## src/core/afc_pkg.sv

```systemverilog
// package: register map, field layouts, reset values and shared types for the front-end control
package afc_pkg;

    localparam int unsigned ADDR_W = 8;

    // register byte offsets
    localparam logic [7:0] OFS_MUX      = 8'h00;
    localparam logic [7:0] OFS_EXC      = 8'h04;
    localparam logic [7:0] OFS_BIAS     = 8'h08;
    localparam logic [7:0] OFS_GAIN     = 8'h0C;
    localparam logic [7:0] OFS_MODE     = 8'h10;
    localparam logic [7:0] OFS_REF      = 8'h14;
    localparam logic [7:0] OFS_CLK      = 8'h18;
    localparam logic [7:0] OFS_STATUS   = 8'h1C;

    localparam int unsigned NUM_AIN = 16;
    localparam int unsigned SEL_W   = 5;

    // input selector codes: 0..15 pins, then monitor sources
    localparam logic [4:0] SEL_MID   = 5'h10;
    localparam logic [4:0] SEL_TEMP  = 5'h11;
    localparam logic [4:0] SEL_SUPPLY = 5'h12;

    // mux register fields
    localparam int unsigned MUX_POS_LSB = 0;
    localparam int unsigned MUX_NEG_LSB = 8;
    localparam int unsigned MUX_BO_BIT  = 16;
    localparam int unsigned MUX_BO_DIR  = 17;

    // excitation register fields
    localparam int unsigned EXC_A_LSB  = 0;
    localparam int unsigned EXC_B_LSB  = 8;
    localparam int unsigned EXC_A_EN   = 5;
    localparam int unsigned EXC_B_EN   = 13;

    // gain register fields
    localparam int unsigned GAIN_LSB   = 0;
    localparam int unsigned AMPC_LSB   = 4;

    localparam logic [2:0] GAIN_32  = 3'h5;
    localparam logic [2:0] GAIN_64  = 3'h6;
    localparam logic [2:0] GAIN_128 = 3'h7;

    // amplifier control codes
    localparam logic [1:0] AMP_ON = 2'h0;

    // mode register fields
    localparam int unsigned MODE_RAIL_EN = 0;
    localparam int unsigned MODE_CONV    = 1;

    // reference register fields
    localparam int unsigned REF_INT_EN  = 0;
    localparam int unsigned REF_BUF_LSB = 4;

    // clock register fields
    localparam int unsigned CLK_EXT = 0;

    localparam int unsigned MOD_DIV = 16;

    localparam logic [31:0] RST_MUX  = 32'h0000_0100;
    localparam logic [31:0] RST_EXC  = 32'h0000_0000;
    localparam logic [31:0] RST_BIAS = 32'h0000_0000;
    localparam logic [31:0] RST_GAIN = 32'h0000_0000;
    localparam logic [31:0] RST_MODE = 32'h0000_0000;
    localparam logic [31:0] RST_REF  = 32'h0000_0000;
    localparam logic [31:0] RST_CLK  = 32'h0000_0000;

    // analog comparator inputs from the front end
    typedef struct packed {
        logic pos_high;
        logic pos_low;
        logic neg_high;
        logic neg_low;
        logic ref_low_a;
        logic ref_low_b;
    } afc_sense_t;

    // analog steering outputs
    typedef struct packed {
        logic [4:0]  pos_sel;
        logic [4:0]  neg_sel;
        logic [15:0] exc_a_route;
        logic [15:0] exc_b_route;
        logic [15:0] bias_route;
        logic        burnout_en;
        logic        burnout_dir;
        logic [2:0]  amp_gain;
        logic [1:0]  dig_shift;
        logic        amp_bypass;
        logic        ref_int_on;
        logic [1:0]  ref_buf_en;
    } afc_steer_t;

endpackage

```

## src/core/afc_top.sv

```systemverilog
// front-end control: mux, excitation, bias, gain, reference, clock select, status
// Behaviour
// - any analog pin can be chosen as positive or negative input
// - excitation current sources can be routed to chosen input pins
// - selectable bias voltage can be applied to chosen input pins
// - monitor code shorts both inputs at mid-supply for offset measurement
// - monitor code connects the temperature sensor to the converter
// - monitor code presents a quarter of the analog supply difference
// - burn-out sources pull selected inputs toward a supply when enabled
// - three-bit gain field selects gain 1 to 128 in powers of two
// - gains 64 and 128 use analog gain 32 plus digital scaling
// - two-bit control enables the amplifier or bypasses it
// - rail detection acts only while its mode register enable is set
// - four flags show amplifier outputs within 150 mV of either rail
// - reference monitor sets one low flag per external reference pair while the mode register conversion bit is set
// - internal reference stays powered down after reset until enabled
// - two-bit field enables positive and negative reference buffers independently
// - internal oscillator after reset; external clock when register selects it
// - modulator clock is selected converter clock divided by sixteen
`timescale 1ns/1ns
`default_nettype none
module afc_top #(
    parameter int unsigned MOD_DIV = afc_pkg::MOD_DIV
) (
    input  wire logic                  i_ref_clk,
    input  wire logic                  i_sys_rst,
    input  wire logic                  i_psel,
    input  wire logic                  i_penable,
    input  wire logic                  i_pwrite,
    input  wire logic [7:0]            i_paddr,
    input  wire logic [31:0]           i_pwdata,
    input  wire logic [3:0]            i_pstrb,
    output logic      [31:0]           o_prdata,
    output logic                       o_pready,
    output logic                       o_pslverr,
    input  wire afc_pkg::afc_sense_t   i_sense,
    input  wire logic                  i_int_osc_tick,
    input  wire logic                  i_ext_clk_tick,
    output afc_pkg::afc_steer_t        o_steer,
    output logic                       o_ext_clk_sel,
    output logic                       o_mod_tick
);
    // configuration registers
    logic [31:0] mux_reg;
    logic [31:0] exc_reg;
    logic [31:0] bias_reg;
    logic [31:0] gain_reg;
    logic [31:0] conv_mode_reg;
    logic [31:0] ref_reg;
    logic [31:0] clk_reg;

    // sense synchronisers
    afc_pkg::afc_sense_t sense_s1;
    afc_pkg::afc_sense_t sense_s2;
    logic [1:0]          osc_s;
    logic [1:0]          ext_s;
    logic                osc_d;
    logic                ext_d;

    // APB decode
    wire access   = i_psel && i_penable;
    wire wr_cycle = access && i_pwrite;
    wire hit_mux  = (i_paddr == afc_pkg::OFS_MUX);
    wire hit_exc  = (i_paddr == afc_pkg::OFS_EXC);
    wire hit_bias = (i_paddr == afc_pkg::OFS_BIAS);
    wire hit_gain = (i_paddr == afc_pkg::OFS_GAIN);
    wire hit_mode = (i_paddr == afc_pkg::OFS_MODE);
    wire hit_ref  = (i_paddr == afc_pkg::OFS_REF);
    wire hit_clk  = (i_paddr == afc_pkg::OFS_CLK);
    wire hit_stat = (i_paddr == afc_pkg::OFS_STATUS);
    wire mapped   = hit_mux | hit_exc | hit_bias | hit_gain | hit_mode | hit_ref
                  | hit_clk | hit_stat;

    wire [31:0] wmask = {{8{i_pstrb[3]}}, {8{i_pstrb[2]}}, {8{i_pstrb[1]}}, {8{i_pstrb[0]}}};

    function automatic logic [31:0] merge(input logic [31:0] old_v, input logic [31:0] new_v,
                                          input logic [31:0] m);
        merge = (old_v & ~m) | (new_v & m);
    endfunction

    // live status: rail flags gated by the detect enable, reference flags by the conversion mode bit
    wire rail_detect_enable = conv_mode_reg[afc_pkg::MODE_RAIL_EN];
    wire pos_out_near_high_flag = rail_detect_enable & sense_s2.pos_high;
    wire pos_out_near_low_flag  = rail_detect_enable & sense_s2.pos_low;
    wire neg_out_near_high_flag = rail_detect_enable & sense_s2.neg_high;
    wire neg_out_near_low_flag  = rail_detect_enable & sense_s2.neg_low;
    wire conv_active            = conv_mode_reg[afc_pkg::MODE_CONV];
    wire refmon_low_flag_a      = conv_active & sense_s2.ref_low_a;
    wire refmon_low_flag_b      = conv_active & sense_s2.ref_low_b;

    wire [31:0] status_word = {26'h0, refmon_low_flag_b, refmon_low_flag_a,
                               neg_out_near_low_flag, neg_out_near_high_flag,
                               pos_out_near_low_flag, pos_out_near_high_flag};

    wire [31:0] rd_mux = ({32{hit_mux}}  & mux_reg)
                       | ({32{hit_exc}}  & exc_reg)
                       | ({32{hit_bias}} & bias_reg)
                       | ({32{hit_gain}} & gain_reg)
                       | ({32{hit_mode}} & conv_mode_reg)
                       | ({32{hit_ref}}  & ref_reg)
                       | ({32{hit_clk}}  & clk_reg)
                       | ({32{hit_stat}} & status_word);

    // zero wait states
    assign o_pready  = 1'b1;
    assign o_pslverr = access & ~mapped;

    always_ff @(posedge i_ref_clk) begin
        if (i_sys_rst) begin
            o_prdata <= 32'h0000_0000;
        end else if (i_psel && !i_penable && !i_pwrite) begin
            o_prdata <= rd_mux;
        end
    end

    // register writes; reset leaves internal reference off and internal oscillator selected
    always_ff @(posedge i_ref_clk) begin
        if (i_sys_rst) begin
            mux_reg       <= afc_pkg::RST_MUX;
            exc_reg       <= afc_pkg::RST_EXC;
            bias_reg      <= afc_pkg::RST_BIAS;
            gain_reg      <= afc_pkg::RST_GAIN;
            conv_mode_reg <= afc_pkg::RST_MODE;
            ref_reg       <= afc_pkg::RST_REF;
            clk_reg       <= afc_pkg::RST_CLK;
        end else if (wr_cycle) begin
            if (hit_mux)  mux_reg       <= merge(mux_reg, i_pwdata, wmask);
            if (hit_exc)  exc_reg       <= merge(exc_reg, i_pwdata, wmask);
            if (hit_bias) bias_reg      <= merge(bias_reg, i_pwdata, wmask);
            if (hit_gain) gain_reg      <= merge(gain_reg, i_pwdata, wmask);
            if (hit_mode) conv_mode_reg <= merge(conv_mode_reg, i_pwdata, wmask);
            if (hit_ref)  ref_reg       <= merge(ref_reg, i_pwdata, wmask);
            if (hit_clk)  clk_reg       <= merge(clk_reg, i_pwdata, wmask);
        end
    end

    // two-stage synchronisers on analog comparator and clock pin inputs
    always_ff @(posedge i_ref_clk) begin
        if (i_sys_rst) begin
            sense_s1 <= '0;
            sense_s2 <= '0;
            osc_s    <= 2'h0;
            ext_s    <= 2'h0;
            osc_d    <= 1'b0;
            ext_d    <= 1'b0;
        end else begin
            sense_s1 <= i_sense;
            sense_s2 <= sense_s1;
            osc_s    <= {osc_s[0], i_int_osc_tick};
            ext_s    <= {ext_s[0], i_ext_clk_tick};
            osc_d    <= osc_s[1];
            ext_d    <= ext_s[1];
        end
    end

    // converter clock selection and edge detect
    wire ext_sel   = clk_reg[afc_pkg::CLK_EXT];
    wire osc_rise  = osc_s[1] & ~osc_d;
    wire ext_rise  = ext_s[1] & ~ext_d;
    wire conv_tick = ext_sel ? ext_rise : osc_rise;
    assign o_ext_clk_sel = ext_sel;

    afc_mod_clk #(
        .DIV (MOD_DIV)
    ) u_mod_clk (
        .i_ref_clk  (i_ref_clk),
        .i_sys_rst  (i_sys_rst),
        .i_clk_en   (conv_tick),
        .o_mod_tick (o_mod_tick)
    );

    // pin routing decode: one-hot route per excitation source and bias mask
    wire [3:0]  exc_a_pin = exc_reg[afc_pkg::EXC_A_LSB +: 4];
    wire [3:0]  exc_b_pin = exc_reg[afc_pkg::EXC_B_LSB +: 4];
    wire [15:0] exc_a_oh  = exc_reg[afc_pkg::EXC_A_EN] ? (16'h0001 << exc_a_pin) : 16'h0000;
    wire [15:0] exc_b_oh  = exc_reg[afc_pkg::EXC_B_EN] ? (16'h0001 << exc_b_pin) : 16'h0000;

    // gain: above 32 the amplifier holds 32 and the rest is a digital shift
    wire [2:0] gain_code = gain_reg[afc_pkg::GAIN_LSB +: 3];
    wire [1:0] amp_ctl   = gain_reg[afc_pkg::AMPC_LSB +: 2];
    wire       gain_hi   = (gain_code == afc_pkg::GAIN_64) || (gain_code == afc_pkg::GAIN_128);
    wire [2:0] amp_gain  = gain_hi ? afc_pkg::GAIN_32 : gain_code;
    wire [1:0] dig_shift = gain_hi ? 2'(gain_code - afc_pkg::GAIN_32) : 2'h0;

    wire [4:0] pos_sel = mux_reg[afc_pkg::MUX_POS_LSB +: 5];
    wire [4:0] neg_sel = mux_reg[afc_pkg::MUX_NEG_LSB +: 5];

    // registered steering outputs
    always_ff @(posedge i_ref_clk) begin
        if (i_sys_rst) begin
            o_steer <= '0;
        end else begin
            o_steer.pos_sel     <= pos_sel;
            o_steer.neg_sel     <= neg_sel;
            o_steer.exc_a_route <= exc_a_oh;
            o_steer.exc_b_route <= exc_b_oh;
            o_steer.bias_route  <= bias_reg[afc_pkg::NUM_AIN-1:0];
            o_steer.burnout_en  <= mux_reg[afc_pkg::MUX_BO_BIT];
            o_steer.burnout_dir <= mux_reg[afc_pkg::MUX_BO_DIR];
            o_steer.amp_gain    <= amp_gain;
            o_steer.dig_shift   <= dig_shift;
            o_steer.amp_bypass  <= (amp_ctl != afc_pkg::AMP_ON);
            o_steer.ref_int_on  <= ref_reg[afc_pkg::REF_INT_EN];
            o_steer.ref_buf_en  <= ref_reg[afc_pkg::REF_BUF_LSB +: 2];
        end
    end
endmodule
`default_nettype wire

```

## src/core/afc_mod_clk.sv

```systemverilog
// divider making the modulator clock enable from the selected converter clock
`timescale 1ns/1ns
`default_nettype none
module afc_mod_clk #(
    parameter int unsigned DIV = 16
) (
    input  wire logic i_ref_clk,
    input  wire logic i_sys_rst,
    input  wire logic i_clk_en,
    output logic      o_mod_tick
);
    localparam int unsigned CW = $clog2(DIV);
    localparam logic [CW-1:0] LAST = CW'(DIV - 1);

    logic [CW-1:0] count;
    wire           wrap = i_clk_en && (count == LAST);

    always_ff @(posedge i_ref_clk) begin
        if (i_sys_rst) begin
            count <= '0;
            o_mod_tick <= 1'b0;
        end else begin
            o_mod_tick <= wrap;
            if (i_clk_en) begin
                count <= wrap ? '0 : count + 1'b1;
            end
        end
    end
endmodule
`default_nettype wire

```

## config.mk

```make
export PLATFORM = sky130hd
export DESIGN_NAME = afc_top
export DESIGN_NICKNAME = d
export VERILOG_FILES = /design/src/core/afc_pkg.sv /design/src/core/afc_top.sv /design/src/core/afc_mod_clk.sv
export SDC_FILE = /design/constraint.sdc
export NUM_CORES = 1
export LEC_CHECK = 0
export BUFFER_PORTS_ARGS = -buffer_cell sky130_fd_sc_hd__buf_2
export CORE_AREA = 5 5 159 161
export CTS_BUF_LIST = sky130_fd_sc_hd__clkbuf_2 sky130_fd_sc_hd__clkbuf_4 sky130_fd_sc_hd__clkbuf_8
export DETAILED_ROUTE_END_ITERATION = 10
export DIE_AREA = 0 0 164 166
export PLACE_DENSITY = 0.81
export SLEW_MARGIN = 20
export SYNTH_ARGS = -nofsm -noshare
export SYNTH_HDL_FRONTEND = slang
export SYNTH_SLANG_ARGS = --single-unit
```

## constraint.sdc

```tcl
create_clock -name i_ref_clk -period 1.9 [get_ports i_ref_clk]
set_input_delay 0 -clock i_ref_clk [delete_from_list [all_inputs] [get_ports i_ref_clk]]
set_output_delay 0 -clock i_ref_clk [all_outputs]
set_load 0.03 [all_outputs]
```

== After elaboration in Yosys (flattened, before gate mapping) ==
Index checks and enable logic that the tools add are counted.
Storage, ports and cells
  latch bits: 0
  word-level logic and storage cells: 130
  bits of input ports: 57
  memories: 0
  flip-flop bits (word level): 348
  memory bits (writable): 0
  bits in read-only memories: 0
  output and inout bits: 105
Cells by class
  multipliers: 0
  bitwise gates (word level): 53
  multiplexer cells: 3
  eq/ne operators: 10
  magnitude comparators: 0
  div/mod/pow operators: 0
  reduce and logical (&&, ||, !) cells: 21
  $add $sub $neg: 2
  shift operators: 2
Operators with widths (count)
  bitwise AND 32 bit: 15
  OR 32 bit: 14
  bitwise AND 32 x 6 -> 32 bit: 1
  == test 8 x 5 -> 1 bit (second input constant): 4
  NOT 32 bit: 1
  << shifter 1 x 4 -> 16 bit (first input constant): 2
  == test 8 x 4 -> 1 bit (second input constant): 2
  AND reduction 2 bit: 7
  bitwise AND 1 bit: 9
  == test 8 x 3 -> 1 bit (second input constant): 1
  zero test 8 bit: 1
  OR reduction 2 bit: 4
  OR 1 bit: 7
  == test 3 bit (second input constant): 2
  NOT 1 bit: 6
  logical AND 1 bit: 5
  adder 4 x 1 -> 4 bit (second input constant): 1
  == test 4 bit (second input constant): 1
  two-way mux 4 bit: 1
  two-way mux 3 bit: 1
  zero test 1 bit: 2
  nonzero test 2 bit: 1
  subtractor 2 x 1 -> 2 bit (second input constant): 1
  logical OR 1 bit: 1
  two-way mux 1 bit: 1

== Longest topological paths before layout ==
Gate-level depths: netlist of run 1.
  depth after elaboration: 10
  gate-level depth with buffers: 7
  mapped depth without buffers: 4

== Hierarchy ==
From an unflattened synthesis of run 1, not the netlist that was laid out.
Second synthesis, totals
  cell total of the unflattened synthesis: 1314
  area total of the unflattened synthesis: 14084.8 um2
Modules (own cells, without submodules)
  afc_top: sequential area each 6866.6 um2, cells each 1291, instances 1, area an instance 13875.8 um2
  afc_mod_clk: sequential area each 100.1 um2, cells each 23, instances 1, area an instance 209.0 um2

== Worst setup path before layout of run 1 ==
Ideal clock, no wire load.
  path kind: flip-flop to flip-flop
  start: reg (tool-made name)
  end: reg u_mod_clk.count[3]
  required time: 1.768 ns
  setup slack: 0.345 ns
  buffers on the path: 0
  setup time: 0.132 ns
  cell stages (with the launch flop): 4
  arrival: 1.423 ns
  clock period less this slack: 1.555 ns
  cells stage by stage: dfxtp_1 -> o32ai_1 -> and4b_1 -> nor3_1
RTL lines
  end signal: assignment: RTL line afc_mod_clk.sv:25  | count <= wrap ? '0 : count + 1'b1;
  end: declaration: RTL line afc_mod_clk.sv:15  | logic [CW-1:0] count;

==> results.yml, run 1 <==
route:
  dr.first_iter.drc_count: 1140
  drc: 0
  dr.pass1.iters: 5
  num_vias: 11600
  wl_um: 36500
  ant_nets: 0
  viasPerCell: 5.75
  wl_per_cell_um: 18.0
setup_path:
  endpoint_kind: "flop"
  crit_chain: "dlygate4sd3_1 -> buf_2 -> nor4b_2 -> buf_4 -> nand4_1 -> nand2_1 -> a21oi_1"
  crit_slowest_cell: "dlygate4sd3_1"
  r2r_end: "o_prdata[2]"
  critPathMaxStageDelay_ps: 570
  r2r_slack_ps: 470
  worst-path-max-fanout: 12
  start_kind: "primary input"
  crit_type: "in2reg"
  cp.required_ps: 2320
  rr_worst_depth: 4
  critPathArrivalTime_ps: 2080
clock_network:
  cts_sinks: 348
  tritoncts: "built"
  clock_path_buffers: 3
  ctsResizeCount: 0
  ctsHtreeMaxLevel: 2
  cts_made_buffers: 52
  clk_pin_slew_ps: 70
  clk_root_buffer_cell: "clkbuf_8"
  worstSkewPairLatency_ps: 560
sta:
  finClkSkew_ps: 12.1
  rsz0062_at_grt: "false"
  finalHoldViolations: 0
  tightest_slew_ps: 502
  setup_ws_ps: 242
  relSlewSlack: 0.664
  fin_crit_sh: 0.873
  fin_crit_ps: 1660
  fmaxAchievable_mhz: 603
  drv_slew: 0
  finalSetupViolations: 0
  setup-tns-final_ps: 0
place:
  dp.cells: 1887
  place.port_buffers: 160
  dp_slack_ps: 190
  routabilityCongestion: 0.840
  dp_hpwl_um: 23100
synthesis:
  synthesis.nets: 1515
  async_reset_ff_frac: 0
  syn_inst: 1457
  synth_edf_count: 0
  yosys_warnings: 0
  ys.flop_type: "dfxtp_1"
  avgSynthCellArea_um2: 9.56
  netlist-cell-type-count: 57
  seq_area_frac_synth: 0.500
  yosys_register_bits: 348
  syn-cell-area_um2: 13900
run_status:
  status: "finished, final reports clean"
global_routing:
  grt_pass1_wl_um: 58100
  grtUsageTotal: 0.259
  antenna_found_initial: 3
  grt_start_max_net_pins: 111
  grt_overflow: 0
  grt_pass1_vias: 11300
floorplanning:
  die_area_um2: 27200
  core_um2: 23800
  fp-row-count: 57
  die_h_um: 166
  start_util: 0.585
  die_width_um: 164
  io_pins: 162
finish:
  final_common_cell: "dfxtp_1"
  area.growth.synth_to_final_pct: 19.9
  nFillCells: 1764
  instances_no_fill: 2023
  layout-drive-gt1-share: 0.216
  layout_common_cells: "dfxtp_1 (348), nor2_1 (230), nand2_1 (220)"
  fin_util: 0.701
  num-nets-final: 1719
min_path:
  hold_depth: 4
  hold_class: "in2reg"
  hold_start: "i_pstrb[3]"
pwr:
  p_per_area_nw_per_um2: 874
  irDropWorstVdd_mv: 0.620
  cellLeakagePower_nw: 7.72
flow_run:
  drv_cap: 0
==> worst max-delay path by stage <==
stage                     from  slack, ps  cells after the start                 end
finish              i_paddr[0]        240                      7                flop
global route        i_paddr[0]        170                      7                flop
CTS                 i_paddr[0]        320                      7                flop
detailed placement  i_paddr[3]        190                      6                flop
global placement    i_paddr[3]        250                      6                flop
floorplan                 flop        350                      3  u_mod_clk.count[3]
==> what timing repair did <==
| item | 4_1_cts | 5_1_grt |
|---|---|---|
| hold buffers | 44 | 0 |
| buffers inserted | 0 | 0 |
| endpoints found under the setup margin | 0 | 0 |
| endpoints found under the hold margin | 256 | 0 |
==> stage by stage <==
step	cell area (µm²)	power, mW	hold WS [ps]
after floorplan	13900	7.95	128
after global placement	15100	8.25	221
after detailed placement	15100	8.27	217
after CTS	16700	14.6	27.6
after global routing	16700	15.1	60.8
final	16700	14.6	52.8
==> layer usage <==
metal  vias to the layer above  track usage  wire [µm]
li1                       5474            -          -
met1                      5555        0.342      15500
met2                       495        0.413      16900
met3                       108       0.0491       2790
met4                         2        0.112       1260
met5                         -            0         13
==> kinds of logic after synthesis <==
group	Yosys count	share of synthesized area
AOI/OAI and AO/OA	206	0.108
and+or+nand+nor	592	0.208
buffers and inverters	108	0.0355
DFF	348	0.500
adders and majority gates	1	0.000898
muxes	201	0.147
other	1	0.000269
==> worst max-delay path, delay by kind of cell <==
kind                   cells  cell delay, ps
buffers and inverters      3            1050
and+or+nand+nor            3             940
AOI/OAI and AO/OA          1              80
==> cell usage after synthesis, drive strengths merged (3+ instances only) <==
library cell,n,share of area
dfxtp,348,0.50
nor2,232,0.063
nand2,220,0.059
mux2i,168,0.12
a21oi,73,0.026
clkbuf,54,0.015
nor2b,50,0.022
buf,49,0.020
mux2,33,0.027
nand4,30,0.029
a22o,29,0.018
a311oi,28,0.018
a211o,27,0.017
a221oi,26,0.016
nor3,13,0.0050
and4,9,0.0057
nand2b,8,0.0036
and3,6,0.0027
inv,5,0.0013
nor4,4,0.0033
or3,4,0.0018
a31oi,3,0.0013
and2,3,0.0013
nand3b,3,0.0016
nor4b,3,0.0039
o21ai,3,0.0011
o22ai,3,0.0013
==> layout make-up <==
| type | instances | area (µm²) | area share |
|---|---|---|---|
| Timing Repair Buffer | 253 | 1680 | 0.101 |
| Sequential cell | 348 | 6970 | 0.417 |
| Clock buffer | 84 | 1070 | 0.0640 |
| Antenna cell | 3 | 7.51 | 0.000450 |
| Inverter | 5 | 18.8 | 0.00112 |
| Clock inverter | 5 | 50.0 | 0.00300 |
| Multi-Input combinational cell | 1001 | 6500 | 0.389 |
| Tap cell | 324 | 405 | 0.0243 |
==> power breakdown <==
group	total [mW]	internal, mW	switching [mW]
registers	7.38	7.35	0.0299
logic	0.819	0.269	0.550
clock network	6.39	3.67	2.73
(Power assumes the default switching activity.)
==> inputs of run 2 (changes only) <==
ABC_AREA = 1   (was not set)
CORE_AREA = 5 5 156 158   (was 5 5 159 161)
CTS_BUF_LIST = sky130_fd_sc_hd__clkbuf_8   (was sky130_fd_sc_hd__clkbuf_2 sky130_fd_sc_hd__clkbuf_4 sky130_fd_sc_hd__clkbuf_8)
DIE_AREA = 0 0 161 163   (was 0 0 164 166)
==> results.yml, run 2 <==
setup_path:
  critPathMaxStageDelay_ps: 590
  start_kind: "primary input"
  cp.required_ps: 2400
  crit_slowest_cell: "dlygate4sd3_1"
  r2r_slack_ps: 680
  rr_worst_depth: 7
  r2r_end: "u_mod_clk.count[3]"
  worst-path-max-fanout: 109
  critPathArrivalTime_ps: 2250
  cp_common_cell: "dlygate4sd3_1"
  crit_chain: "dlygate4sd3_1 -> buf_2 -> inv_4 -> buf_12 -> o21ai_0 -> dlygate4sd3_1 -> nor2_1"
  crit_type: "in2reg"
  endpoint_kind: "flop"
floorplanning:
  core_um2: 23000
  die_width_um: 161
  fp-row-count: 56
  die_area_um2: 26200
  io_pins: 162
  start_util: 0.583
  die_h_um: 163
clock_network:
  clk_pin_slew_ps: 60
  ctsHtreeMaxLevel: 2
  tritoncts: "built"
  cts_made_buffers: 53
  clk_root_buffer_cell: "clkbuf_8"
  ctsResizeCount: 0
  worstSkewPairLatency_ps: 580
  clock_path_buffers: 3
  cts_sinks: 348
run_status:
  status: "finished, final reports clean"
min_path:
  hold_class: "in2reg"
  hold_start: "i_paddr[3]"
  hold_depth: 7
  holdPathEnd: "o_prdata[29]"
place:
  dp_slack_ps: 200
  dp_hpwl_um: 22000
  place.port_buffers: 160
  routabilityCongestion: 0.840
synthesis:
  synthesis.nets: 1826
  synth_most_common_cell: "dfxtp_1"
  synth_top_area_cell: "dfxtp_1"
  synthTopCellsByArea: "dfxtp_1 (52%), o21ai_0 (11%), a21oi_1 (8.3%), nor2_1 (6.4%), inv_1 (6.4%)"
  syn_inst: 1768
  seq_area_frac_synth: 0.520
  yosys_warnings: 0
  netlist-cell-type-count: 31
  avgSynthCellArea_um2: 7.58
  synth_common_cells: "dfxtp_1 (348), o21ai_0 (302), nor2_1 (229), inv_1 (227), a21oi_1 (223)"
  synth_edf_count: 0
  async_reset_ff_frac: 0
  yosys_register_bits: 348
  synth_top_area_frac: 0.520
  syn-cell-area_um2: 13400
  ys.flop_type: "dfxtp_1"
pwr:
  irDropWorstVdd_mv: 0.556
  p_per_area_nw_per_um2: 882
  cellLeakagePower_nw: 6.54
sta:
  finClkSkew_ps: 27.6
  drv_slew: 0
  finalSetupViolations: 0
  rsz0062_at_grt: "false"
  relSlewSlack: 0.574
  fmaxAchievable_mhz: 570
  setup-tns-final_ps: 0
  fin_crit_ps: 1750
  finalHoldViolations: 0
  fin_crit_sh: 0.923
  tightest_slew_ps: 637
  setup_ws_ps: 145
finish:
  layout-drive-gt1-share: 0.153
  area.growth.synth_to_final_pct: 20.2
  final_common_cell: "dfxtp_1"
  num-nets-final: 2041
  layout_common_cells: "dfxtp_1 (348), o21ai_0 (302), inv_1 (247)"
route:
  viasPerCell: 5.29
  wl_per_cell_um: 14.8
  ant_nets: 0
  wl_um: 34200
  dr.first_iter.drc_count: 959
  num_vias: 12200
  dr.pass1.iters: 5
  drc: 0
global_routing:
  antenna_found_initial: 1
  grt_pass1_wl_um: 56400
  grt_start_max_net_pins: 110
  grtUsageTotal: 0.257
  grt_pass1_vias: 11700
  grt_overflow: 0
flow_run:
  drv_cap: 0
run 2: cell count changes after synthesis, moves of 28 or more:
| cell | change |
|---|---|
| o21ai_0 | +299 |
| inv_1 | +222 |
| mux2i_1 | -168 |
| a21oi_1 | +150 |
| nand3_1 | +77 |
| nor2b_1 | -50 |
| mux2_2 | -33 |
| nand2_1 | -32 |
| a22o_1 | -29 |
| a311oi_1 | -28 |
run 2: worst max-delay path: cells and delay by family:
kind                   cells  cell delay, ps
buffers and inverters      5            1940
AO/OA/AOI/OAI              1             160
AND/OR/NAND/NOR            1             100
run 2: how the worst max path moves through the flow:
stage | depth (start not counted) | slack (ps) | end | start
after floorplan | 7 | 340 | o_pslverr | i_paddr[0]
after global placement | 9 | 280 | flop | i_paddr[1]
after detailed placement | 9 | 200 | flop | i_paddr[1]
after CTS | 7 | 230 | flop | i_sys_rst
after global routing | 7 | 30 | flop | i_sys_rst
final | 7 | 150 | flop | i_sys_rst
run 2: cells by family after synthesis:
family                     share of synthesized area
adders and majority gates                   0.000933
xor gates and xnor gates                    0.000653
buffers and inverters                         0.0983
AOI/OAI and AO/OA                              0.211
and+or+nand+nor                                0.170
DFF                                            0.520
other                                       0.000280
run 2: per-layer routing:
metal	up-vias	routed length, µm	global-route usage
met5	-	0	0
met4	0	894	0.0834
met3	79	2370	0.0483
met2	448	16400	0.439
met1	5579	14600	0.331
li1	6135	-	-
run 2: power breakdown:
group | switching [mW] | total (mW) | internal, mW
clock | 2.79 | 6.10 | 3.31
sequential | 0.0245 | 7.38 | 7.35
combinational | 0.481 | 0.742 | 0.261
total | 3.30 | 14.2 | 10.9
run 2: what timing repair did:
action,CTS,global route
hold buffers,56,0
setup endpoints to repair,0,0
setup buffers,0,0
hold endpoints to repair,244,0
run 2: final cells by class:
type                            instances  area [µm²]
Antenna cell                            2        5.00
Clock buffer                           71         977
Clock inverter                         24        97.6
Fill cell                            1840        6860
Inverter                              233         877
Multi-Input combinational cell       1095        5130
Sequential cell                       348        6970
Tap cell                              290         363
Timing Repair Buffer                  252        1710
run 2: through the flow:
stage | power [mW] | hold WS, ps | instance area [µm²] | instances | utilization
2_1_floorplan | 7.90 | 107 | 13400 | 1768 | -
3_3_place_gp | 8.16 | 198 | 14500 | 2162 | 0.630
3_5_place_dp | 8.18 | 207 | 14500 | 2162 | 0.630
4_1_cts | 14.3 | 95.5 | 16100 | 2313 | 0.701
5_1_grt | 14.7 | 136 | 16100 | 2314 | 0.701
6_report | 14.2 | 125 | 16100 | 2315 | 0.702
